--- config.mk ---
export PLATFORM = sky130hd
export DESIGN_NAME = adccc_top
export DESIGN_NICKNAME = d
export VERILOG_FILES = /design/src/rtl/adccc_pkg.sv /design/src/rtl/adccc_gain.sv /design/src/rtl/adccc_top.sv
export VERILOG_INCLUDE_DIRS = /design/src /design/src/rtl
export SDC_FILE = /design/constraint.sdc
export NUM_CORES = 2
export LEC_CHECK = 0
export BUFFER_PORTS_ARGS = -buffer_cell sky130_fd_sc_hd__buf_2
export CAP_MARGIN = 40
export CORE_AREA = 2 2 295 443
export CTS_BUF_LIST = sky130_fd_sc_hd__clkbuf_4 sky130_fd_sc_hd__clkbuf_8
export DETAILED_ROUTE_END_ITERATION = 8
export DIE_AREA = 0 0 297 445
export HOLD_SLACK_MARGIN = 0.15
export PLACE_DENSITY = 0.66
export SETUP_SLACK_MARGIN = 0.1
export SLEW_MARGIN = 20
export SYNTH_ARGS = -nofsm -noshare
export SYNTH_HDL_FRONTEND = slang
export SYNTH_HIERARCHICAL = 1
export SYNTH_SLANG_ARGS = --single-unit
--- constraint.sdc ---
create_clock -name clock -period 59.4 [get_ports clock]
set_input_delay 11.88 -clock clock [delete_from_list [all_inputs] [get_ports clock]]
set_output_delay 11.88 -clock clock [all_outputs]
set_load 0.02 [all_outputs]
--- src/rtl/adccc_params.svh ---
`ifndef ADCCC_PARAMS_SVH
`define ADCCC_PARAMS_SVH

`define ADCCC_COEFF_W    24
`define ADCCC_DATA_W     30
`define ADCCC_CODE_W     18
`define ADCCC_GAIN_FRAC  23
`define ADCCC_OUT_SHIFT  6
`define ADCCC_SEL_SYS_OFF  2'h0
`define ADCCC_SEL_SYS_GAIN 2'h1
`define ADCCC_SEL_SELF_OFF 2'h2
`define ADCCC_COEFF_RST  24'h000000
`define ADCCC_CODE_RST   18'h00000
`define ADCCC_TC_MAX     18'h1ffff
`define ADCCC_TC_MIN     18'h20000
`define ADCCC_OB_MAX     18'h3ffff
`define ADCCC_OB_MIN     18'h00000
`define ADCCC_OB_FLIP    18'h20000
`define ADCCC_BIP_HI     30'sh0001ffff
`define ADCCC_BIP_LO     30'sh3ffe0000
`define ADCCC_UNI_HI     30'sh0003ffff
`define ADCCC_CNT_RST    5'h00
`define ADCCC_CNT_LAST   5'h17
`define ADCCC_CNT_ONE    5'h01

`endif

--- src/rtl/adccc_pkg.sv ---
package adccc_pkg;
  typedef enum logic {st_idle, st_shift} adccc_state_t;
  typedef logic signed [23:0] adccc_coeff_t;
  typedef logic signed [29:0] adccc_data_t;
endpackage

--- src/rtl/adccc_gain.sv ---
`timescale 1ns/1ns
`default_nettype none
`include "adccc_params.svh"
module adccc_gain (
  input  wire logic                 enable, // apply scaling
  input  wire adccc_pkg::adccc_data_t  din,    // value in
  input  wire adccc_pkg::adccc_coeff_t coeff,  // signed gain coefficient
  output var adccc_pkg::adccc_data_t  dout    // scaled value
);
  logic signed [53:0] prod;
  logic signed [53:0] prod_s;

  always_comb
  begin
    prod   = din * coeff;
    prod_s = prod >>> `ADCCC_GAIN_FRAC;
    dout   = enable ? (din + prod_s[29:0]) : din;
  end
endmodule
`default_nettype wire

--- src/rtl/adccc_top.sv ---
`timescale 1ns/1ns
`default_nettype none
`include "adccc_params.svh"
module adccc_top (
  input  wire logic                    clock,                 // 100 MHz
  input  wire logic                    rst,                   // sync, active high
  input  wire logic                    raw_valid,             // raw result strobe
  input  wire adccc_pkg::adccc_coeff_t raw_data,              // signed raw result
  input  wire logic                    bipolar,               // 1 bipolar, 0 unipolar
  input  wire logic                    format,                // bipolar coding select
  input  wire logic                    system_offset_disable, // skip system offset
  input  wire logic                    system_gain_disable,   // skip system gain
  input  wire logic                    self_offset_disable,   // skip self offset
  input  wire logic                    self_gain_disable,     // skip self gain
  input  wire adccc_pkg::adccc_coeff_t self_gain_coeff,       // self gain value
  input  wire logic                    acc_start,             // begin register access
  input  wire logic                    acc_write,             // 1 write, 0 read
  input  wire logic [1:0]              acc_sel,               // coefficient select
  input  wire logic                    bit_strobe,            // one serial bit
  input  wire logic                    sdi,                   // serial data in
  input  wire logic                    cal_busy,              // calibration running
  input  wire logic                    cal_load,              // calibration result strobe
  input  wire logic [1:0]              cal_sel,               // calibrated coefficient
  input  wire adccc_pkg::adccc_coeff_t cal_value,             // measured value
  output logic                         sdo,                   // serial data out
  output logic                         acc_done,              // access finished pulse
  output logic                         result_valid,          // result strobe
  output logic [17:0]                  result                 // coded result
);

  ////////////////////////////////////////////////////////////////////////
  // coefficient registers and serial access

  adccc_pkg::adccc_state_t state_r, state_nxt;
  adccc_pkg::adccc_coeff_t sys_off_r, sys_off_nxt;
  adccc_pkg::adccc_coeff_t sys_gain_r, sys_gain_nxt;
  adccc_pkg::adccc_coeff_t self_off_r, self_off_nxt;
  adccc_pkg::adccc_coeff_t shift_r, shift_nxt;
  logic [4:0]              cnt_r, cnt_nxt;
  logic [1:0]              sel_r, sel_nxt;
  logic                    wr_r, wr_nxt;
  logic                    sdo_r, sdo_nxt;
  logic                    done_r, done_nxt;
  logic                    commit;

  function automatic adccc_pkg::adccc_coeff_t pick(input logic [1:0] s,
                                                   input adccc_pkg::adccc_coeff_t a,
                                                   input adccc_pkg::adccc_coeff_t b,
                                                   input adccc_pkg::adccc_coeff_t c);
    case (s)
      `ADCCC_SEL_SYS_OFF:  pick = a;
      `ADCCC_SEL_SYS_GAIN: pick = b;
      `ADCCC_SEL_SELF_OFF: pick = c;
      default:             pick = `ADCCC_COEFF_RST;
    endcase
  endfunction

  always_comb
  begin
    state_nxt    = state_r;
    shift_nxt    = shift_r;
    cnt_nxt      = cnt_r;
    sel_nxt      = sel_r;
    wr_nxt       = wr_r;
    done_nxt     = 1'b0;
    commit       = 1'b0;
    sys_off_nxt  = sys_off_r;
    sys_gain_nxt = sys_gain_r;
    self_off_nxt = self_off_r;
    case (state_r)
      adccc_pkg::st_idle:
        if (acc_start)
        begin
          state_nxt = adccc_pkg::st_shift;
          sel_nxt   = acc_sel;
          wr_nxt    = acc_write;
          cnt_nxt   = `ADCCC_CNT_RST;
          shift_nxt = pick(acc_sel, sys_off_r, sys_gain_r, self_off_r);
        end
      adccc_pkg::st_shift:
        if (bit_strobe)
        begin
          shift_nxt = {shift_r[22:0], sdi};
          cnt_nxt   = cnt_r + `ADCCC_CNT_ONE;
          if (cnt_r == `ADCCC_CNT_LAST)
          begin
            state_nxt = adccc_pkg::st_idle;
            done_nxt  = 1'b1;
            commit    = wr_r && !cal_busy;
          end
        end
      default:
        state_nxt = adccc_pkg::st_idle;
    endcase
    if (commit)
    begin
      case (sel_r)
        `ADCCC_SEL_SYS_OFF:  sys_off_nxt  = shift_nxt;
        `ADCCC_SEL_SYS_GAIN: sys_gain_nxt = shift_nxt;
        `ADCCC_SEL_SELF_OFF: self_off_nxt = shift_nxt;
        default:             sys_off_nxt  = sys_off_r;
      endcase
    end
    if (cal_load)
    begin
      case (cal_sel)
        `ADCCC_SEL_SYS_OFF:  sys_off_nxt  = cal_value;
        `ADCCC_SEL_SYS_GAIN: sys_gain_nxt = cal_value;
        `ADCCC_SEL_SELF_OFF: self_off_nxt = cal_value;
        default:             sys_off_nxt  = sys_off_nxt;
      endcase
    end
    sdo_nxt = shift_nxt[23];
  end

  always_ff @(posedge clock)
  begin
    if (rst)
    begin
      state_r    <= adccc_pkg::st_idle;
      shift_r    <= `ADCCC_COEFF_RST;
      cnt_r      <= `ADCCC_CNT_RST;
      sel_r      <= `ADCCC_SEL_SYS_OFF;
      wr_r       <= 1'b0;
      sdo_r      <= 1'b0;
      done_r     <= 1'b0;
      sys_off_r  <= `ADCCC_COEFF_RST;
      sys_gain_r <= `ADCCC_COEFF_RST;
      self_off_r <= `ADCCC_COEFF_RST;
    end
    else
    begin
      state_r    <= state_nxt;
      shift_r    <= shift_nxt;
      cnt_r      <= cnt_nxt;
      sel_r      <= sel_nxt;
      wr_r       <= wr_nxt;
      sdo_r      <= sdo_nxt;
      done_r     <= done_nxt;
      sys_off_r  <= sys_off_nxt;
      sys_gain_r <= sys_gain_nxt;
      self_off_r <= self_off_nxt;
    end
  end

  ////////////////////////////////////////////////////////////////////////
  // correction datapath

  adccc_pkg::adccc_data_t x_raw, x_so, x_sg, x_yo, x_yg, x_sc;
  logic [17:0]            code_nxt, result_r;
  logic                   rv_nxt, rv_r;

  function automatic logic [17:0] clamp_code(input adccc_pkg::adccc_data_t v,
                                             input logic bip,
                                             input logic ob);
    logic [17:0] tc;
    tc = v[17:0];
    if (bip)
    begin
      if (v > `ADCCC_BIP_HI)
        tc = `ADCCC_TC_MAX;
      else if (v < $signed(`ADCCC_BIP_LO))
        tc = `ADCCC_TC_MIN;
      clamp_code = ob ? (tc ^ `ADCCC_OB_FLIP) : tc;
    end
    else if (v < 0)
      clamp_code = `ADCCC_OB_MIN;
    else if (v > `ADCCC_UNI_HI)
      clamp_code = `ADCCC_OB_MAX;
    else
      clamp_code = tc;
  endfunction

  always_comb
  begin
    x_raw = adccc_pkg::adccc_data_t'(raw_data);
    x_so  = self_offset_disable ? x_raw : (x_raw - adccc_pkg::adccc_data_t'(self_off_r));
  end

  adccc_gain u_self_gain (
    .enable (!self_gain_disable),
    .din    (x_so),
    .coeff  (self_gain_coeff),
    .dout   (x_sg)
  );

  always_comb
  begin
    x_yo = system_offset_disable ? x_sg : (x_sg - adccc_pkg::adccc_data_t'(sys_off_r));
  end

  adccc_gain u_sys_gain (
    .enable (!system_gain_disable),
    .din    (x_yo),
    .coeff  (sys_gain_r),
    .dout   (x_yg)
  );

  // unipolar doubling after offsets and gains; clamp and code
  always_comb
  begin
    x_sc     = bipolar ? x_yg : (x_yg <<< 1);
    code_nxt = clamp_code(x_sc >>> `ADCCC_OUT_SHIFT, bipolar, format);
    rv_nxt   = raw_valid;
  end

  always_ff @(posedge clock)
  begin
    if (rst)
    begin
      result_r <= `ADCCC_CODE_RST;
      rv_r     <= 1'b0;
    end
    else
    begin
      result_r <= raw_valid ? code_nxt : result_r;
      rv_r     <= rv_nxt;
    end
  end

  assign sdo          = sdo_r;
  assign acc_done     = done_r;
  assign result_valid = rv_r;
  assign result       = result_r;

  ////////////////////////////////////////////////////////////////////////
  // checks

  logic all_off;
  assign all_off = system_offset_disable && system_gain_disable &&
                   self_offset_disable && self_gain_disable;

  adccc_pkg::adccc_coeff_t acc_pick;
  logic                    pick_msb;
  assign acc_pick = pick(acc_sel, sys_off_r, sys_gain_r, self_off_r);
  assign pick_msb = acc_pick[23];

  property p_tc_zero;
    @(posedge clock) disable iff (rst)
    raw_valid && bipolar && !format && all_off && raw_data == 24'sh000000
      |=> result == `ADCCC_CODE_RST;
  endproperty
  a_tc_zero: assert property (p_tc_zero) else $error("tc zero code wrong");

  property p_ob_top;
    @(posedge clock) disable iff (rst)
    raw_valid && bipolar && format && all_off && raw_data == 24'sh7fffff
      |=> result == `ADCCC_OB_MAX;
  endproperty
  a_ob_top: assert property (p_ob_top) else $error("offset binary top wrong");

  property p_uni_half;
    @(posedge clock) disable iff (rst)
    raw_valid && !bipolar && all_off && raw_data == 24'sh400000
      |=> result == `ADCCC_OB_FLIP;
  endproperty
  a_uni_half: assert property (p_uni_half) else $error("unipolar half wrong");

  property p_uni_clamp;
    @(posedge clock) disable iff (rst)
    raw_valid && !bipolar && all_off && raw_data[23]
      |=> result == `ADCCC_OB_MIN;
  endproperty
  a_uni_clamp: assert property (p_uni_clamp) else $error("unipolar clamp wrong");

  property p_sys_off;
    @(posedge clock) disable iff (rst)
    raw_valid && bipolar && !format && self_offset_disable && self_gain_disable &&
    system_gain_disable && !system_offset_disable && raw_data == sys_off_r
      |=> result == `ADCCC_CODE_RST;
  endproperty
  a_sys_off: assert property (p_sys_off) else $error("system offset not removed");

  property p_self_off;
    @(posedge clock) disable iff (rst)
    raw_valid && bipolar && !format && system_offset_disable && self_gain_disable &&
    system_gain_disable && !self_offset_disable && raw_data == self_off_r
      |=> result == `ADCCC_CODE_RST;
  endproperty
  a_self_off: assert property (p_self_off) else $error("self offset not removed");

  property p_gain_half;
    @(posedge clock) disable iff (rst)
    raw_valid && bipolar && !format && system_offset_disable && self_gain_disable &&
    self_offset_disable && !system_gain_disable && sys_gain_r == 24'shc00000 &&
    raw_data == 24'sh400000
      |=> result == 18'h08000;
  endproperty
  a_gain_half: assert property (p_gain_half) else $error("half gain wrong");

  property p_gain_two;
    @(posedge clock) disable iff (rst)
    raw_valid && bipolar && !format && system_offset_disable && self_gain_disable &&
    self_offset_disable && !system_gain_disable && sys_gain_r == 24'sh7fffff &&
    raw_data == 24'sh200000
      |=> result >= 18'h0fffe && result <= 18'h10000;
  endproperty
  a_gain_two: assert property (p_gain_two) else $error("double gain off");

  property p_read_msb;
    @(posedge clock) disable iff (rst)
    state_r == adccc_pkg::st_idle && acc_start && !acc_write
      |=> sdo == $past(pick_msb);
  endproperty
  a_read_msb: assert property (p_read_msb) else $error("read not msb first");

  property p_cal_sys;
    @(posedge clock) disable iff (rst)
    cal_load && cal_sel == `ADCCC_SEL_SYS_GAIN |=> sys_gain_r == $past(cal_value);
  endproperty
  a_cal_sys: assert property (p_cal_sys) else $error("calibration not stored");

  property p_cal_self;
    @(posedge clock) disable iff (rst)
    cal_load && cal_sel == `ADCCC_SEL_SELF_OFF |=> self_off_r == $past(cal_value);
  endproperty
  a_cal_self: assert property (p_cal_self) else $error("self calibration lost");

  property p_hold;
    @(posedge clock) disable iff (rst)
    !cal_load && !commit |=> $stable(sys_off_r);
  endproperty
  a_hold: assert property (p_hold) else $error("system offset changed");

  c_write: cover property (@(posedge clock) disable iff (rst) commit);
  c_read:  cover property (@(posedge clock) disable iff (rst) done_r && !wr_r);
  c_sat:   cover property (@(posedge clock) disable iff (rst)
                           result_valid && result == `ADCCC_TC_MAX && !format);
endmodule
`default_nettype wire

==> key figures <==
Floorplan
  – Die W: 297 um
  – Die height: 445 um
  – Initial Utilization: 48.7%
  – Die Area: 132000 um^2
  – Standard-cell row count: 161
  – Io pins: 112
  – Core ar.: 128000 um^2

Logic synthesis
  – Synth Area per Inst: 8.69 um^2
  – Syn nets: 9123
  – Synth Instances: 7172
  – Synthesized area: 62300 um^2
  – Ys Warns: 6

STA
  – Skew final: 12.6 ps
  – Final Hold Viols: 0
  – RSZ-0062 raised after global routing: no
  – Final Max Slew Viols: 0
  – Final min period: 36310 ps
  – Slew Limit Headroom: 40.4%
  – Total Neg Setup Slack: 0 ps
  – Final setup margin: 23090 ps
  – Worst-margin pin slew: 893 ps
  – FMAX: 27.5 MHz
  – Final Cycle Share: 61.1%
  – # setup viols final: 0

Clock tree
  – Gates resized, CTS repair: 0
  – Post-CTS Hold Fix Bufs: 0
  – CTS Root Cell: clkbuf_8
  – Clk_lat worst skew: 460 ps
  – Reg clk slew, reported paths: 80 ps
  – Clk sink count: 125
  – CTS Buf Count: 17
  – H-tree depth: 4
  – # Post-CTS Setup Buffers: 0
  – CTS tree: built
  – CTS max path bufs: 2

Detailed routing
  – Via count: 48400
  – WL final: 181 mm
  – Drt initial violations: 2484
  – Via density: 5.53
  – Drt pass-1 iters: 5
  – # DRC: 0
  – Post-DRT Antenna Nets: 0
  – Per-cell routed wire length: 20.6 um

Critical path
  – Critical path peak fanout: 27
  – Crit-path slowest cell: a211oi_1
  – CP Data Required Time: 59710 ps
  – WP data arrival: 36630 ps
  – R2R cell count: 89
  – CP peak stage delay: 620 ps
  – Crit start category: input port
  – CP Class: input port to flip-flop
  – Worst Setup End Kind: flip-flop
  – CP most frequent cell: fa_1

Finish
  – Area Growth Syn to Fin: 4.55%
  – Fill count: 12100
  – Final Instance Area: 65200 um^2
  – Multi-input logic area: 52800 um^2
  – Nets: 8976
  – Reg area: 2510 um^2
  – Share of cells above drive strength 1: 5.87%

GRT
  – Vias in the first global route: 54400
  – Total Routing Usage GR: 28.3%
  – Grt ovf: 0
  – First-pass GRT wire length: 293 mm
  – Initial antenna violation count: 9
  – Pin count of the biggest net entering global routing: 94

Outcome
  – Status: finished, final reports clean

Placement
  – Pre-CTS setup slack: 22970 ps
  – Port-buffer cells: 111
  – Post-DP HPWL: 141 mm
  – Routability Congestion: 0.925
  – DP Area: 64700 um^2

Hold path
  – Hold depth: 2
  – Hold Crit Class: flip-flop to flip-flop

Run
  – Max-cap violations: 0
placed cells by master (no fill, tap or decap), drive strengths merged, types with 15 or more instances in the layout:
cell,instances
a311oi,22
o21ai,163
nor3,33
mux2,66
fa,1464
nand2,939
xor2,60
buf,214
and2,593
a21o,83
xnor2,113
dfxtp,125
nand2b,40
clkbuf,23
mux2i,40
nand3,46
a211oi,106
o21a,26
nand4,32
ha,396
inv,1559
and3,18
nor2b,55
o21bai,18
o31ai,15
nor2,322
a21oi,278
final cells by class:
| type | instances | share of cell area, % |
|---|---|---|
| Clock buffer | 22 | 0.455 |
| Antenna cell | 6 | 0.0230 |
| Inverter | 1558 | 8.97 |
| Timing Repair Buffer | 215 | 2.20 |
| Multi-Input combinational cell | 5108 | 81.0 |
| Sequential cell | 125 | 3.85 |
| Tap cell | 1711 | 3.28 |
| Clock inverter | 9 | 0.205 |
layer usage:
layer / GRT usage, % / share of wire, %
met5: 0 / 0.020
met4: 18.0 / 7.7
met3: 3.26 / 4.9
met2: 53.6 / 54
met1: 29.5 / 34
stage by stage:
stage               utilization, %  hold WS, ps  std cells
finish                        50.9          489       8754
global route                  50.9          513       8750
floorplan                        -          455       7172
CTS                           50.9          489       8747
global placement              50.4          467       8705
detailed placement            50.5          473       8716
critical path: cells and delay by family:
kind                       cells  cell delay [ps]
xor gates and xnor gates       4              470
and+or+nand+nor               18             4200
buffers and inverters         12             1260
AOI/OAI and AO/OA             35             8930
muxes                          3              710
adders and majority gates     21             9050
worst paths after layout:
check / end / slack, ps / startpoint
max: result[5]$_SDFFE_PP0P_ / 23090 / raw_data[0]
min: result[13]$_SDFFE_PP0P_ / 490 / result[13]$_SDFFE_PP0P_
max reg2reg: result[5]$_SDFFE_PP0P_ / 34180 / self_off_r[1]$_SDFF_PP0_
min reg2reg: result[13]$_SDFFE_PP0P_ / 490 / result[13]$_SDFFE_PP0P_
registers in the layout, summed over array words and instances (netlist names):
register / flops
acc_done: 1
cnt_r: 5
sys_gain_r: 24
result: 18
result_valid: 1
wr_r: 1
sel_r: 2
sys_off_r: 24
shift_r: 24
state_r: 1
self_off_r: 24
Power is left out: the tool's default activity adds up to more than one toggle a clock period on the data nets, which glitch-free logic cannot reach.
